### config.mk
export PLATFORM = sky130hd
export DESIGN_NAME = plm_top
export DESIGN_NICKNAME = d
export VERILOG_FILES = /design/src/design/plm_pkg.sv /design/src/design/plm_acc.sv /design/src/design/plm_top.sv
export SDC_FILE = /design/constraint.sdc
export NUM_CORES = 1
export LEC_CHECK = 0
export ABC_AREA = 1
export CAP_MARGIN = 20
export CORE_ASPECT_RATIO = 0.5
export CORE_MARGIN = 3
export CORE_UTILIZATION = 35
export DETAILED_ROUTE_END_ITERATION = 8
export DONT_BUFFER_PORTS = 1
export GPL_TIMING_DRIVEN = 0
export SETUP_SLACK_MARGIN = 0.05
export SYNTH_ARGS = -nofsm -noshare
export SYNTH_HDL_FRONTEND = slang
export SYNTH_HIERARCHICAL = 1
export SYNTH_SLANG_ARGS = --single-unit
export TNS_END_PERCENT = 1
### constraint.sdc
create_clock -name REF_CLK -period 3.7 [get_ports REF_CLK]
set_clock_uncertainty 0.2 [all_clocks]
set_input_delay 0 -clock REF_CLK [delete_from_list [all_inputs] [get_ports REF_CLK]]
set_output_delay 0 -clock REF_CLK [all_outputs]
set_load 0.1 [all_outputs]
### src/design/plm_pkg.sv
// Package for the link performance monitor: offsets, widths, timing.
// Assumes a 20 MHz user clock from the endpoint core.
package plm_pkg;

  // Sampling interval and clock rate
  localparam int unsigned ONE_SECOND_NS = 1000000000;
  localparam int unsigned CLK_PERIOD_NS = 50;
  localparam int unsigned SAMPLE_CYCLES = ONE_SECOND_NS / CLK_PERIOD_NS;
  localparam int unsigned TIMER_W       = 32;

  // Data path widths
  localparam int unsigned ADDR_W  = 16;
  localparam int unsigned DATA_W  = 32;
  localparam int unsigned KEEP_W  = 8;
  localparam int unsigned ACC_W   = 32;
  localparam int unsigned SCNT_W  = 2;
  localparam int unsigned CRD_D_W = 12;
  localparam int unsigned CRD_H_W = 8;

  // Field positions of a byte-count register
  localparam int unsigned CNT_LSB = 2;

  // Register offsets within the first base address region
  localparam logic [ADDR_W-1:0] OFS_TX_BYTES  = 16'h900C;
  localparam logic [ADDR_W-1:0] OFS_RX_BYTES  = 16'h9010;
  localparam logic [ADDR_W-1:0] OFS_MWR_BYTES = 16'h9014;
  localparam logic [ADDR_W-1:0] OFS_CPL_BYTES = 16'h9018;
  localparam logic [ADDR_W-1:0] OFS_CRD_CD    = 16'h901C;
  localparam logic [ADDR_W-1:0] OFS_CRD_CH    = 16'h9020;
  localparam logic [ADDR_W-1:0] OFS_CRD_NPD   = 16'h9024;
  localparam logic [ADDR_W-1:0] OFS_CRD_NPH   = 16'h9028;
  localparam logic [ADDR_W-1:0] OFS_CRD_PD    = 16'h902C;

  // Reset values
  localparam logic [DATA_W-1:0] RST_WORD = 32'h0000_0000;

  // Credit capture state
  typedef enum logic [0:0] {
    CAP_WAIT = 1'b0,
    CAP_HELD = 1'b1
  } plm_cap_t;

endpackage

### src/design/plm_acc.sv
// One byte accumulator of the performance monitor.
// Assumes a one-cycle sample tick from the parent and a byte-keep mask.
`timescale 1ns/1ps
module plm_acc #(
  parameter int unsigned KEEP_W = plm_pkg::KEEP_W,
  parameter int unsigned ACC_W  = plm_pkg::ACC_W
) (
  input  wire logic              clk,
  input  wire logic              rst_n,
  input  wire logic              beat_ok,
  input  wire logic [KEEP_W-1:0] keep,
  input  wire logic              tick,
  output logic      [ACC_W-1:0]  run_ff,
  output logic      [ACC_W-1:0]  snap_ff
);
  import plm_pkg::*;

  logic [ACC_W-1:0] beat_bytes;
  logic [ACC_W-1:0] add_bytes;
  logic [ACC_W-1:0] nxt_run;
  logic [ACC_W-1:0] nxt_snap;

  ////////////////////////////////////////////////////////////////////////////
  // Count of enabled byte lanes in the beat
  always_comb begin
    beat_bytes = '0;
    for (int i = 0; i < KEEP_W; i++) begin
      beat_bytes = beat_bytes + ACC_W'(keep[i]);
    end
  end

  // Beat at the boundary opens the new sample instead of being lost
  assign add_bytes = beat_ok ? beat_bytes : '0;
  assign nxt_run   = tick ? add_bytes : run_ff + add_bytes;
  assign nxt_snap  = tick ? run_ff : snap_ff;

  ////////////////////////////////////////////////////////////////////////////
  // Running total and last-sample copy
  always_ff @(posedge clk or negedge rst_n) begin
    if (!rst_n) begin
      run_ff  <= '0;
      snap_ff <= '0;
    end else begin
      run_ff  <= nxt_run;
      snap_ff <= nxt_snap;
    end
  end
endmodule

### src/design/plm_top.sv
// Link performance monitor: byte counts per one-second sample and
// captured initial flow-control credits, read from the first BAR region.
// Assumes the endpoint target logic decodes BAR0 reads into the read port
// and that the core marks memory-write and completion payload beats.
//
// Function
// - Bits 1:0 of each byte-count register hold a wrapping sample count.
// - Active transmit-stream bytes go in bits 31:2, in 4-byte units.
// - Active receive-stream bytes are reported in bits 31:2, 4-byte units.
// - Only upstream memory write payload bytes are counted, 4-byte units.
// - Only downstream completion data bytes are counted, 4-byte units.
// - Initial completion data credits sit in a 12-bit field reset to 0.
// - Initial completion header credits sit in an 8-bit field reset to 0.
// - Initial non-posted data credits sit in a 12-bit field reset to 0.
// - Initial non-posted header credits sit in an 8-bit field reset to 0.
// - Initial posted data credits sit in a 12-bit field reset to 0.
// - Byte counts show the last one-second sample, not a running total.
// - Reserved bits and unmapped addresses read as zero.
// - All registers are 32 bits wide and read through BAR0.
`timescale 1ns/1ps
module plm_top #(
  parameter int unsigned SAMPLE_CYCLES = plm_pkg::SAMPLE_CYCLES
) (
  input  wire logic                          REF_CLK,
  input  wire logic                          RESET_N,
  input  wire logic                          TX_TVALID,
  input  wire logic                          TX_TREADY,
  input  wire logic [plm_pkg::KEEP_W-1:0]    TX_TKEEP,
  input  wire logic                          TX_MWR_PAYLOAD,
  input  wire logic                          RX_TVALID,
  input  wire logic                          RX_TREADY,
  input  wire logic [plm_pkg::KEEP_W-1:0]    RX_TKEEP,
  input  wire logic                          RX_CPLD_PAYLOAD,
  input  wire logic                          LINK_UP,
  input  wire logic [plm_pkg::CRD_D_W-1:0]   CPL_DATA_CREDIT_INIT,
  input  wire logic [plm_pkg::CRD_H_W-1:0]   CPL_HEADER_CREDIT_INIT,
  input  wire logic [plm_pkg::CRD_D_W-1:0]   NONPOSTED_DATA_CREDIT_INIT,
  input  wire logic [plm_pkg::CRD_H_W-1:0]   NONPOSTED_HEADER_CREDIT_INIT,
  input  wire logic [plm_pkg::CRD_D_W-1:0]   POSTED_DATA_CREDIT_INIT,
  input  wire logic                          REG_RD_EN,
  input  wire logic [plm_pkg::ADDR_W-1:0]    REG_ADDR,
  output logic                               REG_RD_VALID,
  output logic      [plm_pkg::DATA_W-1:0]    REG_RD_DATA
);
  import plm_pkg::*;

  localparam logic [TIMER_W-1:0] LAST_CYCLE = TIMER_W'(SAMPLE_CYCLES - 1);

  logic [TIMER_W-1:0]  timer_ff;
  logic [TIMER_W-1:0]  nxt_timer;
  logic                tick_ff;
  logic                nxt_tick;
  logic [SCNT_W-1:0]   scnt_ff;
  logic [SCNT_W-1:0]   nxt_scnt;
  plm_cap_t            cap_ff;
  plm_cap_t            nxt_cap;
  logic                cap_now;
  logic [CRD_D_W-1:0]  crd_cd_ff;
  logic [CRD_H_W-1:0]  crd_ch_ff;
  logic [CRD_D_W-1:0]  crd_npd_ff;
  logic [CRD_H_W-1:0]  crd_nph_ff;
  logic [CRD_D_W-1:0]  crd_pd_ff;
  logic                tx_beat;
  logic                rx_beat;
  logic [ACC_W-1:0]    tx_run;
  logic [ACC_W-1:0]    rx_run;
  logic [ACC_W-1:0]    mwr_run;
  logic [ACC_W-1:0]    cpl_run;
  logic [ACC_W-1:0]    tx_snap;
  logic [ACC_W-1:0]    rx_snap;
  logic [ACC_W-1:0]    mwr_snap;
  logic [ACC_W-1:0]    cpl_snap;
  logic [DATA_W-1:0]   tx_word;
  logic [DATA_W-1:0]   rx_word;
  logic [DATA_W-1:0]   mwr_word;
  logic [DATA_W-1:0]   cpl_word;
  logic [DATA_W-1:0]   rd_word;

  ////////////////////////////////////////////////////////////////////////////
  // One-second sample timer and shared sample counter
  assign nxt_timer = (timer_ff == LAST_CYCLE) ? '0 : timer_ff + 1'b1;
  assign nxt_tick  = (timer_ff == LAST_CYCLE);
  assign nxt_scnt  = tick_ff ? scnt_ff + 1'b1 : scnt_ff;

  always_ff @(posedge REF_CLK or negedge RESET_N) begin
    if (!RESET_N) begin
      timer_ff <= '0;
      tick_ff  <= 1'b0;
      scnt_ff  <= '0;
    end else begin
      timer_ff <= nxt_timer;
      tick_ff  <= nxt_tick;
      scnt_ff  <= nxt_scnt;
    end
  end

  ////////////////////////////////////////////////////////////////////////////
  // Beat qualification: only transferred beats count
  assign tx_beat = TX_TVALID & TX_TREADY;
  assign rx_beat = RX_TVALID & RX_TREADY;

  // Transmit stream bytes
  plm_acc #(.KEEP_W(KEEP_W), .ACC_W(ACC_W)) u_tx_acc (
    .clk     (REF_CLK),
    .rst_n   (RESET_N),
    .beat_ok (tx_beat),
    .keep    (TX_TKEEP),
    .tick    (tick_ff),
    .run_ff  (tx_run),
    .snap_ff (tx_snap)
  );

  // Receive stream bytes
  plm_acc #(.KEEP_W(KEEP_W), .ACC_W(ACC_W)) u_rx_acc (
    .clk     (REF_CLK),
    .rst_n   (RESET_N),
    .beat_ok (rx_beat),
    .keep    (RX_TKEEP),
    .tick    (tick_ff),
    .run_ff  (rx_run),
    .snap_ff (rx_snap)
  );

  // Upstream memory write payload, header beats excluded
  plm_acc #(.KEEP_W(KEEP_W), .ACC_W(ACC_W)) u_mwr_acc (
    .clk     (REF_CLK),
    .rst_n   (RESET_N),
    .beat_ok (tx_beat & TX_MWR_PAYLOAD),
    .keep    (TX_TKEEP),
    .tick    (tick_ff),
    .run_ff  (mwr_run),
    .snap_ff (mwr_snap)
  );

  // Downstream completion data payload
  plm_acc #(.KEEP_W(KEEP_W), .ACC_W(ACC_W)) u_cpl_acc (
    .clk     (REF_CLK),
    .rst_n   (RESET_N),
    .beat_ok (rx_beat & RX_CPLD_PAYLOAD),
    .keep    (RX_TKEEP),
    .tick    (tick_ff),
    .run_ff  (cpl_run),
    .snap_ff (cpl_snap)
  );

  ////////////////////////////////////////////////////////////////////////////
  // Initial credit capture, once per reset after link-up
  assign cap_now = (cap_ff == CAP_WAIT) && LINK_UP;

  always_comb begin
    nxt_cap = cap_ff;
    unique case (cap_ff)
      CAP_WAIT: begin
        if (LINK_UP) begin
          nxt_cap = CAP_HELD;
        end
      end
      CAP_HELD: begin
        nxt_cap = CAP_HELD;
      end
    endcase
  end

  always_ff @(posedge REF_CLK or negedge RESET_N) begin
    if (!RESET_N) begin
      cap_ff <= CAP_WAIT;
    end else begin
      cap_ff <= nxt_cap;
    end
  end

  // Credit fields, cleared by reset and loaded once
  always_ff @(posedge REF_CLK or negedge RESET_N) begin
    if (!RESET_N) begin
      crd_cd_ff  <= '0;
      crd_ch_ff  <= '0;
      crd_npd_ff <= '0;
      crd_nph_ff <= '0;
      crd_pd_ff  <= '0;
    end else if (cap_now) begin
      crd_cd_ff  <= CPL_DATA_CREDIT_INIT;
      crd_ch_ff  <= CPL_HEADER_CREDIT_INIT;
      crd_npd_ff <= NONPOSTED_DATA_CREDIT_INIT;
      crd_nph_ff <= NONPOSTED_HEADER_CREDIT_INIT;
      crd_pd_ff  <= POSTED_DATA_CREDIT_INIT;
    end
  end

  ////////////////////////////////////////////////////////////////////////////
  // Read words: count in 4-byte units above the sample count
  assign tx_word  = {tx_snap[ACC_W-1:CNT_LSB], scnt_ff};
  assign rx_word  = {rx_snap[ACC_W-1:CNT_LSB], scnt_ff};
  assign mwr_word = {mwr_snap[ACC_W-1:CNT_LSB], scnt_ff};
  assign cpl_word = {cpl_snap[ACC_W-1:CNT_LSB], scnt_ff};

  // Address decode; holes and upper credit bits read as zero
  assign rd_word =
    (REG_ADDR == OFS_TX_BYTES)  ? tx_word  :
    (REG_ADDR == OFS_RX_BYTES)  ? rx_word  :
    (REG_ADDR == OFS_MWR_BYTES) ? mwr_word :
    (REG_ADDR == OFS_CPL_BYTES) ? cpl_word :
    (REG_ADDR == OFS_CRD_CD)    ? DATA_W'(crd_cd_ff)  :
    (REG_ADDR == OFS_CRD_CH)    ? DATA_W'(crd_ch_ff)  :
    (REG_ADDR == OFS_CRD_NPD)   ? DATA_W'(crd_npd_ff) :
    (REG_ADDR == OFS_CRD_NPH)   ? DATA_W'(crd_nph_ff) :
    (REG_ADDR == OFS_CRD_PD)    ? DATA_W'(crd_pd_ff)  :
    RST_WORD;

  // Registered read answer, one cycle after the request
  always_ff @(posedge REF_CLK or negedge RESET_N) begin
    if (!RESET_N) begin
      REG_RD_VALID <= 1'b0;
      REG_RD_DATA  <= RST_WORD;
    end else begin
      REG_RD_VALID <= REG_RD_EN;
      if (REG_RD_EN) begin
        REG_RD_DATA <= rd_word;
      end
    end
  end
endmodule
Word-level counts from Yosys, hierarchy flattened:

Index checks and enable logic that the tools add are counted.

* reductions and logical operators: 1
* shift-type cells: 0
* $mul: 0
* eq/ne operators: 10
* bitwise gates (word level): 5
* divide/modulo/power cells: 0
* $lt $le $gt $ge: 0
* add/subtract/negate cells: 20
* mux-type cells: 20

Operators by type and width (count)
* $mux 32: 13
* $add 32x1->32: 12
* $eq 16x16->1 const B: 9
* $add 32x32->32: 4
* $mux 12: 5
* $add 32x1->32 const B: 1
* $eq 32x25->1 const B: 1
* $add 1x1->2: 2
* $and 1x1->1: 4
* $add 2x1->2 const B: 1
* $pmux 1 s2: 1
* $logic_and 1x1->1: 1
* $mux 1: 1
* $not 1->1: 1

* output and inout bits: 33
* bits of input ports: 94
* memories kept: 0
* latch bits: 0
* ROM bits: 0
* register bits after elaboration: 377
* memory bits (writable): 0

Depth between registers and ports, before layout:

Gate-level depths: netlist of the first run.

* word-level depth: 10
* depth in mapped cells: 20
* gate-level depth less buffers: 20

Modules after synthesis:

Netlist of the first run, hierarchy kept.

By module, submodules not included
* plm_acc at u_cpl_acc ...: area an instance 3414.5 um^2, seq. area each 1601.5 um^2, cells an instance 450, instances 3
* plm_top: area an instance 6871.6 um^2, seq. area each 3027.9 um^2, cells an instance 854, instances 1
* plm_acc at u_tx_acc: area an instance 3449.6 um^2, seq. area each 1601.5 um^2, cells an instance 466, instances 1

Least setup slack after synthesis of the first run:

No wires, ideal clock.

* path type: input port to flip-flop
* start point: input RX_TKEEP[0] in the netlist's numbering
* end point: register u_cpl_acc.run_ff[26]
* stages on the path: 17
* data arrival time: 3346 ps
* library setup time: 117 ps
* path slack: 37 ps
* cells stage by stage: inv_1 fa_1 fa_1 fa_1 inv_1 ha_1 fa_1 nand2_1 fa_1 inv_1 nand2_1 nand2_1 nand2_4 nor2_8 nand3_2 nor2_1 nor2_1

* longest elaborated chain between the ends: 10

RTL lines
* start: declaration: RTL line plm_top.sv:32 `input wire logic [plm_pkg::KEEP_W-1:0] RX_TKEEP,`
* $add 1x1->2 *: RTL line plm_acc.sv:28 `beat_bytes = beat_bytes + ACC_W'(keep[i]);`
* $add 32x1->32 * (6 in series): RTL line plm_acc.sv:28
* $mux 32 *: RTL line plm_acc.sv:33 `assign add_bytes = beat_ok ? beat_bytes : '0;`
* $add 32x32->32: RTL line plm_acc.sv:34 `assign nxt_run = tick ? add_bytes : run_ff + add_bytes;`
* $mux 32 *: RTL line plm_acc.sv:34
* net u_cpl_acc.nxt_run[26]: RTL line plm_acc.sv:20 `logic [ACC_W-1:0] nxt_run;`
* end signal: assignment: RTL line plm_acc.sv:44 `run_ff <= nxt_run;`
* end: declaration: RTL line plm_acc.sv:13 `output logic [ACC_W-1:0] run_ff,`

The timed path passes the listed nets; every way through them passes the cells marked *.
A chain may end at the register's enable or synchronous reset.

Worst setup path after layout of the first run:

* start point: input REG_ADDR[10] in the netlist's numbering
* end point: register REG_RD_DATA[0] in the netlist's numbering

* longest elaborated chain between the ends: 10

RTL lines
* start: declaration: RTL line plm_top.sv:41 `input wire logic [plm_pkg::ADDR_W-1:0] REG_ADDR,`
* $eq 16x16->1: RTL line plm_top.sv:206 `(REG_ADDR == OFS_CRD_PD) ? DATA_W'(crd_pd_ff) :`
* $mux 12: RTL line plm_top.sv:206
* $mux 12: RTL line plm_top.sv:205 `(REG_ADDR == OFS_CRD_NPH) ? DATA_W'(crd_nph_ff) :`
* $mux 12: RTL line plm_top.sv:204 `(REG_ADDR == OFS_CRD_NPD) ? DATA_W'(crd_npd_ff) :`
* $mux 12: RTL line plm_top.sv:203 `(REG_ADDR == OFS_CRD_CH) ? DATA_W'(crd_ch_ff) :`
* $mux 12: RTL line plm_top.sv:202 `(REG_ADDR == OFS_CRD_CD) ? DATA_W'(crd_cd_ff) :`
* $mux 32: RTL line plm_top.sv:201 `(REG_ADDR == OFS_CPL_BYTES) ? cpl_word :`
* $mux 32: RTL line plm_top.sv:200 `(REG_ADDR == OFS_MWR_BYTES) ? mwr_word :`
* $mux 32: RTL line plm_top.sv:199 `(REG_ADDR == OFS_RX_BYTES) ? rx_word :`
* $mux 32 *: RTL line plm_top.sv:198 `(REG_ADDR == OFS_TX_BYTES) ? tx_word :`
* end signal: assignment: RTL line plm_top.sv:217 `REG_RD_DATA <= rd_word;`
* end: declaration: RTL line plm_top.sv:43 `output logic [plm_pkg::DATA_W-1:0] REG_RD_DATA`

Every way passes the cells marked *; elsewhere a longest branch is shown, timed or not.

==> summary.txt, run 1 <==
Setup Fix Bufs, Post-CTS -> 0
Ys Warns -> 6
Fin. Hold Viols -> 369
net count after synthesis -> 2,785
worst hold path type -> in -> async
sequential power share -> 0.461
DRT Wirelength -> 60.58 mm
Worst EP required -> 3.97 ns
CTS tree -> done
synthesized area per cell -> 7.678 sq um
clk slew on worst S/H paths -> 0.06 ns
# placed instances -> 3,399
first-pass GRT wire length -> 97.02 mm
DRC Markers -> 0
Fin Hold WS -> -0.9860 ns
Max Cap Violations -> 0
maximum clock rate -> 282.6 MHz
Placer Congestion -> 0.9345
status -> complete, but fails checks
PortBufs -> 0
failing checks -> negative hold slack
post-route ant nets -> 0
Area Growth Syn to Fin -> 18.62%
layout cell share with drive strength beyond 1 -> 0.1025
PnR Total Power -> 9.601 mW
grt ovf -> 0
die area -> 0.06106 sq mm
actual slew at the worst max-slew pin -> 1.145 ns
hold_buf cts -> 150
clk sinks -> 369
H-tree depth -> 2
initial core utilization -> 0.3596
Final HPWL DP -> 43.42 mm
vias in the first global route -> 17,732
Internal -> 7.108 mW
RSZ-0062 raised after global routing -> true
DRT Pass-1 Iters -> 6
Post-Syn Instances -> 2,642
final worst path period need -> 3.538 ns
final critical-path share of the clock period -> 0.9563
clk buf depth -> 3
CORE AREA -> 0.05640 sq mm
Pins Over Slew Limit -> 0
chip width -> 346.5 um
pwr dens -> 399.0 mW/mm^2
CTS Root Buffer Type -> clkbuf_16
switching power -> 2.493 mW
Final Non-Filler Cells -> 3,616
Static Leak -> 11.83 nW
startpoint type of the worst setup path -> primary input
Clock Latency Late Sink -> 0.54 ns
Reg-to-Reg Start -> tick_ff$_DFF_PN0_
Sw Ratio -> 0.2596
setup violators final -> 0
initial drt markers -> 1,368
CP endpoint kind -> flip-flop
DIE HEIGHT -> 176.2 um
Global Route Usage Sum -> 0.1975
worst endpoint data arrival time -> 3.80 ns
post-DR wirelength/cell -> 16.75 um
Logic pwr share -> 0.116
VDD IR-drop max -> 0.2128 mV
Reg2Reg Depth -> 8
worst r2r dst -> u_tx_acc/run_ff[0]$_DFF_PN0_
Slew HR -> 0.2366
via total after detailed routing -> 17,979
Via density -> 4.972
flop-to-flop setup slack -> 0.73 ns
Worst Path Max Fanout -> 6
Clock power frac -> 0.423
I/O Pins -> 127
mapped cell area -> 0.02028 sq mm
largest net degree at the start of global routing -> 370
Setup CP Type -> in -> reg
Site Rows -> 61
nets@finish -> 2,976
CTS buffer count -> 38
antenna violations before repair -> 3
[worst max-delay path by stage]
| stage | start | end | cells after the start |
|---|---|---|---|
| final | REG_ADDR[10] | REG_RD_DATA[0]$_DFFE_PN0P_ | 14 |
| after global routing | REG_ADDR[10] | REG_RD_DATA[0]$_DFFE_PN0P_ | 14 |
| after CTS | TX_TKEEP[6] | u_tx_acc/run_ff[30]$_DFF_PN0_ | 17 |
| after detailed placement | TX_TKEEP[0] | u_tx_acc/run_ff[30]$_DFF_PN0_ | 17 |
| after global placement | TX_TKEEP[0] | u_tx_acc/run_ff[30]$_DFF_PN0_ | 17 |
| after floorplan | TX_TKEEP[0] | u_mwr_acc/run_ff[26]$_DFF_PN0_ | 17 |
[state kept, by name (all words and copies together), names as in the netlist, 12 cells and up]
| register | cells |
|---|---|
| crd_npd_ff | 12 |
| u_cpl_acc/run_ff | 32 |
| crd_cd_ff | 12 |
| u_tx_acc/snap_ff | 30 |
| u_mwr_acc/snap_ff | 30 |
| u_mwr_acc/run_ff | 32 |
| u_tx_acc/run_ff | 32 |
| u_rx_acc/snap_ff | 30 |
| crd_pd_ff | 12 |
| u_rx_acc/run_ff | 32 |
| u_cpl_acc/snap_ff | 30 |
| REG_RD_DATA | 32 |
| timer_ff | 32 |
[critical path, stage by stage]
cell	delay [ns]
dlygate4sd3_1	0.55
nor2_1	0.09
dlygate4sd3_1	0.59
nand2_1	0.08
nor2_2	0.24
o2111ai_1	0.14
dlygate4sd3_1	0.59
nand3_1	0.08
dlygate4sd3_1	0.57
nand2_1	0.06
dlygate4sd3_1	0.56
nand2_1	0.06
nand2_1	0.06
a21oi_1	0.12
[stage by stage]
step | setup TNS, ns | setup WS, ns | utilization | area [sq um] | hold WS (ns)
after floorplan | 0 | 0.03720 | - | 20290 | -0.4956
after global placement | -8.929 | -0.2786 | 0.3765 | 21230 | -0.4498
after detailed placement | -12.12 | -0.2987 | 0.3769 | 21260 | -0.4520
after CTS | 0 | 0.2036 | 0.4264 | 24050 | -1.022
after global routing | 0 | 0.006909 | 0.4265 | 24060 | -1.017
final | 0 | 0.1617 | 0.4266 | 24060 | -0.9860
[cells in the final DEF (no fill, tap or decap), drive strengths merged]
cell and count:
nor3 51, nand2 869, clkinvlp 2, diode 2, xnor2 3, clkbuf 82
mux2 40, o21ai 125, and2 4, nor2 397, xor2 29, dlygate4sd3 150
inv 268, dfrtp 369, nor4b 1, fa 20, o2111ai 3, a21boi 4
buf 40, bufinv 5, a41oi 1, nand3b 5, nand4 31, nor4 4
a21oi 101, nand3 207, or2 1, ha 29, and3 1, a31oi 5
clkinv 11
[power by group through the flow]
stage / Clock [mW] / Combinational (mW) / Sequential [mW]
after global placement: 0 / 0.894 / 4.49
after detailed placement: 0 / 0.925 / 4.50
final: 4.06 / 1.11 / 4.43
after floorplan: 0 / 0.753 / 4.44
after global routing: 4.35 / 1.27 / 4.45
after CTS: 4.15 / 1.10 / 4.42
[area by class of cell]
cell class | instances | area (sq um)
fillers | 5617 | 32340
multi-input cells | 1931 | 9672
flip-flops and latches | 369 | 9234
repair buffers | 151 | 1529
clock buffers | 48 | 1059
inverters | 269 | 1011
well taps | 756 | 945.9
plain buffers | 73 | 375.4
clock inverters | 17 | 230.2
diodes | 2 | 5.005
[per-layer routing]
layer / GRT usage / wire length (um) / vias to the layer above / part of all wire
li1: - / - / 8751 / -
met1: 0.2709 / 27690 / 8612 / 0.46
met2: 0.3247 / 28030 / 478 / 0.46
met3: 0.02788 / 3043 / 136 / 0.050
met4: 0.06237 / 1804 / 2 / 0.030
met5: 0 / 9 / - / 0.00015
[timing repair]
action | in CTS | in global routing
setup endpoints to repair | 0 | 3
resized for setup | 0 | 1
hold endpoints to repair | 471 | 369
(Power assumes the default switching activity.)
==> run 2: changes to the inputs <==
MAX_ROUTING_LAYER = met4   (was unset)
SETUP_SLACK_MARGIN = unset   (was 0.05)
==> summary.txt, run 2 (synthesized netlist as in run 1, its figures left out) <==
Max Cap Violations -> 0
via total after detailed routing -> 17,966
CTS tree -> done
# placed instances -> 3,399
DIE HEIGHT -> 176.2 um
Static Leak -> 11.81 nW
Site Rows -> 61
post-route ant nets -> 0
Clock Latency Late Sink -> 0.54 ns
pwr dens -> 401.4 mW/mm^2
clk buf depth -> 3
Final Util -> 0.4268
startpoint type of the worst setup path -> primary input
Global Route Usage Sum -> 0.2021
CTS Root Buffer Type -> clkbuf_16
clk sinks -> 369
failing checks -> negative hold slack
Via density -> 4.967
initial drt markers -> 1,362
actual slew at the worst max-slew pin -> 0.9847 ns
setup violators final -> 0
Slew HR -> 0.3435
Pins Over Slew Limit -> 0
CTS buffer count -> 38
status -> complete, but fails checks
I/O Pins -> 127
initial core utilization -> 0.3596
grt ovf -> 0
Setup CP Type -> in -> reg
Fin Hold WS -> -0.9944 ns
clk slew on worst S/H paths -> 0.06 ns
PortBufs -> 0
Final HPWL DP -> 43.43 mm
DRT Wirelength -> 60.96 mm
antenna violations before repair -> 0
multi-input logic area -> 0.009692 sq mm
Area Growth Syn to Fin -> 18.68%
vias in the first global route -> 17,271
most frequent cells in the layout -> nand2_1 (829), dfrtp_1 (369), nor2_1 (333)
largest net degree at the start of global routing -> 370
nets@finish -> 2,974
commonest non-fill, non-tap cell in the layout -> nand2_1
DRT Pass-1 Iters -> 6
first-pass GRT wire length -> 95.88 mm
DRC Markers -> 0
H-tree depth -> 2
worst endpoint data arrival time -> 3.84 ns
Reg area -> 0.009234 sq mm
post-DR wirelength/cell -> 16.85 um
CORE AREA -> 0.05640 sq mm
final critical-path share of the clock period -> 0.9650
# fillers -> 5,620
Placer Congestion -> 0.9370
Worst EP required -> 3.97 ns
CP endpoint kind -> flip-flop
Worst Path Max Fanout -> 5
layout cell share with drive strength beyond 1 -> 0.1032
chip width -> 346.5 um
worst hold path type -> in -> async
VDD IR-drop max -> 0.2603 mV
die area -> 0.06106 sq mm
Final Non-Filler Cells -> 3,617
final worst path period need -> 3.570 ns
Fin. Hold Viols -> 369
Setup Fix Bufs, Post-CTS -> 0
maximum clock rate -> 280.1 MHz
-- run 2: path summary, 6_finish.rpt --
check / from / slack [ns] / endpoint / depth (start not counted)
worst max-delay path: REG_ADDR[1] / 0.13 / REG_RD_DATA[0]$_DFFE_PN0P_ / 14
worst min-delay path: RESET_N / -0.99 / u_tx_acc/run_ff[27]$_DFF_PN0_ / 0
worst max register to register: crd_nph_ff[0]$_DFFE_PN0P_ / 0.75 / REG_RD_DATA[0]$_DFFE_PN0P_ / 9
worst min register to register: u_rx_acc/snap_ff[27]$_DFFE_PN0P_ / 0.27 / u_rx_acc/snap_ff[27]$_DFFE_PN0P_ / 2
max in group asynchronous: RESET_N / 3.55 / timer_ff[16]$_DFF_PN0_ / 0
min in group REF_CLK: RX_TKEEP[3] / 0.02 / u_cpl_acc/run_ff[3]$_DFF_PN0_ / 8
-- run 2: final cells by class --
type | count | area share
clock buffers | 54 | 0.04537
clock inverters | 14 | 0.008680
repair buffers | 149 | 0.06268
plain buffers | 73 | 0.01559
diodes | 2 | 0.0002079
multi-input cells | 1931 | 0.4026
well taps | 756 | 0.03929
inverters | 269 | 0.04200
flip-flops and latches | 369 | 0.3836
-- run 2: repair_timing --
item                       in CTS  in global routing
resized for setup               0                  6
hold endpoints to repair      471                370
hold buffers                  148                  1
setup endpoints to repair       0                 23
-- run 2: report_power, final --
part / switching (mW) / internal (mW) / total (mW)
Sequential: 0.181 / 4.25 / 4.43
Clock: 1.69 / 2.42 / 4.11
Combinational: 0.633 / 0.492 / 1.12
-- run 2: critical path, cell delays in order --
cell,delay (ns)
dlygate4sd3_1,0.61
nor2_4,0.23
inv_2,0.07
nor2_4,0.06
dlygate4sd3_1,0.61
o2111ai_1,0.14
dlygate4sd3_1,0.60
nand3_1,0.09
dlygate4sd3_1,0.56
nand2_1,0.06
dlygate4sd3_1,0.56
nand2_1,0.06
nand2_1,0.07
a21oi_1,0.13
-- run 2: layer usage --
layer	up-vias	part of all wire	global-route usage	wire, um
li1	8760	-	-	-
met1	8554	0.46	0.2735	27970
met2	504	0.46	0.3200	28150
met3	148	0.050	0.02578	3050
met4	0	0.029	0.05898	1787
met5	-	0	-	0
-- run 2: per-stage QoR --
stage	total power, mW	hold WS, ns	area [sq um]	worst slack [ns]	setup TNS, ns
floorplan	5.197	-0.4956	20280	0.03720	0
global placement	5.382	-0.4503	21230	-0.3008	-9.343
detailed placement	5.416	-0.4527	21260	-0.2998	-12.64
CTS	9.722	-1.034	24040	0.02228	0
global route	10.12	-1.026	24070	-0.02917	-0.02917
finish	9.663	-0.9944	24070	0.1297	0
==> run 3: changes to the inputs <==
ABC_AREA = 0   (was 1)
==> summary.txt, run 3 <==
status -> complete, but fails checks
failing checks -> negative hold slack
vias in the first global route -> 14,283
Placer Congestion -> 0.8177
Buf/Inv on CP -> 4
Worst EP required -> 3.95 ns
I/O Pins -> 127
synthesized area per cell -> 10.98 sq um
via total after detailed routing -> 14,450
net count after synthesis -> 1,847
final worst path period need -> 3.675 ns
PortBufs -> 0
die area -> 0.05643 sq mm
flop-to-flop setup slack -> 0.81 ns
CTS tree -> done
Setup CP Type -> in -> reg
DIE HEIGHT -> 169.5 um
worst r2r dst -> crd_npd_ff[1]$_DFFE_PN0P_
final critical-path share of the clock period -> 0.9933
multi-input logic area -> 0.009065 sq mm
Fin. Hold Viols -> 369
CTS buffer count -> 39
Slew HR -> 0.2903
Setup WS pre-CTS -> -0.7504 ns
worst endpoint data arrival time -> 3.92 ns
maximum clock rate -> 272.1 MHz
actual slew at the worst max-slew pin -> 1.065 ns
CP max stage delay -> 0.55 ns
clk sinks -> 369
Fin Hold WS -> -1.012 ns
crit-path cells -> inv_1 -> fa_1 -> fa_1 -> fa_1 -> inv_1 -> ha_1 -> fa_2 -> nand2_2 -> inv_1 -> ha_1 -> a21oi_1 -> o21ai_4 -> nand3_2 -> buf_6 -> or3_1 -> a21oi_2
initial core utilization -> 0.3570
Reg2Reg Depth -> 5
# fillers -> 4,881
Via density -> 5.507
CP endpoint kind -> flip-flop
largest net degree at the start of global routing -> 370
VDD IR-drop max -> 0.2813 mV
DRC Markers -> 0
clk slew on worst S/H paths -> 0.06 ns
Static Leak -> 9.921 nW
post-route ant nets -> 0
clk buf depth -> 3
CORE AREA -> 0.05241 sq mm
Crit path max-delay family -> adder cells
chip width -> 333.0 um
setup violators final -> 0
Site Rows -> 59
H-tree depth -> 2
worst hold path type -> in -> async
Ys Warns -> 6
post-DR wirelength/cell -> 20.25 um
CP max-delay cell -> fa_1
Clock Latency Late Sink -> 0.53 ns
nets@finish -> 2,034
Reg-to-Reg Start -> cap_ff$_DFF_PN0_
Crit path depth -> 16
antenna violations before repair -> 1
Pins Over Slew Limit -> 0
crit path launch -> TX_TKEEP[0]
Reg area -> 0.009234 sq mm
grt ovf -> 0
most frequent cells in the layout -> dfrtp_1 (369), mux2_2 (189), dlygate4sd3_1 (146)
pwr dens -> 440.7 mW/mm^2
CTS Root Buffer Type -> clkbuf_16
Max Cap Violations -> 0
first-pass GRT wire length -> 82.74 mm
DRT Wirelength -> 53.12 mm
RSZ-0062 raised after global routing -> true
Worst Path Max Fanout -> 10
Global Route Usage Sum -> 0.1890
Area Growth Syn to Fin -> 22.14%
Final HPWL DP -> 34.81 mm
mapped cell area -> 0.01871 sq mm
final critical-path setup slack -> 0.02462 ns
CP Capture Point -> u_tx_acc/run_ff[21]$_DFF_PN0_
initial drt markers -> 1,196
commonest non-fill, non-tap cell in the layout -> dfrtp_1
startpoint type of the worst setup path -> primary input
DRT Pass-1 Iters -> 6
Post-Syn Instances -> 1,704
layout cell share with drive strength beyond 1 -> 0.1965
[run 3: cell types whose count changed in the layout (fill, tap and decap cells not counted), sizes merged, moves of 26 or more]
cell,change
mux2,+152
or4,+58
nand3,-160
o21ai,-67
nor2,-300
nor2b,+26
nand2,-791
inv,-178
o31ai,+56
nor3,-34
a22oi,+26
[run 3: layout make-up]
class | count | share of cell area
multi-input cells | 1139 | 0.3967
diodes | 4 | 0.0004380
clock buffers | 56 | 0.04999
plain buffers | 104 | 0.02415
flip-flops and latches | 369 | 0.4041
inverters | 92 | 0.01511
well taps | 701 | 0.03838
clock inverters | 13 | 0.007227
repair buffers | 146 | 0.06395
[run 3: repair_timing]
action | in CTS | in global routing
gates resized for setup | 24 | 51
buffers inserted | 0 | 0
endpoints found under the hold margin | 471 | 373
hold buffers | 144 | 3
pin swaps | 1 | 10
endpoints found under the setup margin | 71 | 88
[run 3: worst min path at each step]
stage | from | to | slack (ns) | cells after the start
2_1_floorplan | RESET_N | REG_RD_DATA[0]$_DFFE_PN0P_ | -0.50 | 0
3_3_place_gp | RESET_N | u_tx_acc/run_ff[5]$_DFF_PN0_ | -0.47 | 0
3_5_place_dp | RESET_N | u_tx_acc/run_ff[6]$_DFF_PN0_ | -0.47 | 0
4_1_cts | RESET_N | u_tx_acc/run_ff[6]$_DFF_PN0_ | -1.05 | 0
5_1_grt | RESET_N | u_tx_acc/run_ff[6]$_DFF_PN0_ | -1.04 | 0
6_report | RESET_N | u_tx_acc/run_ff[6]$_DFF_PN0_ | -1.01 | 0
[run 3: power by group]
group | switching [mW] | internal [mW] | leakage [nW]
clock | 1.64 | 2.43 | 0.651
combinational | 0.710 | 0.695 | 4.29
sequential | 0.322 | 4.28 | 4.98
total | 2.67 | 7.40 | 9.92
[run 3: metal layers]
layer | global-route usage | share of wire | vias to the layer above
li1 | - | - | 6599
met1 | 0.2538 | 0.44 | 7265
met2 | 0.2952 | 0.47 | 443
met3 | 0.02613 | 0.050 | 143
met4 | 0.06622 | 0.035 | 0
met5 | - | 0 | -
[run 3: stage by stage]
step | area, sq um | instances | TNS, ns | util | power, mW
floorplan | 18870 | 1704 | -18.58 | - | 5.407
global placement | 19750 | 2405 | -57.47 | 0.3768 | 5.694
detailed placement | 19750 | 2405 | -60.49 | 0.3768 | 5.732
CTS | 22610 | 2618 | 0 | 0.4315 | 10.06
global route | 22840 | 2621 | -1.361 | 0.4359 | 10.50
finish | 22850 | 2624 | 0 | 0.4360 | 10.07
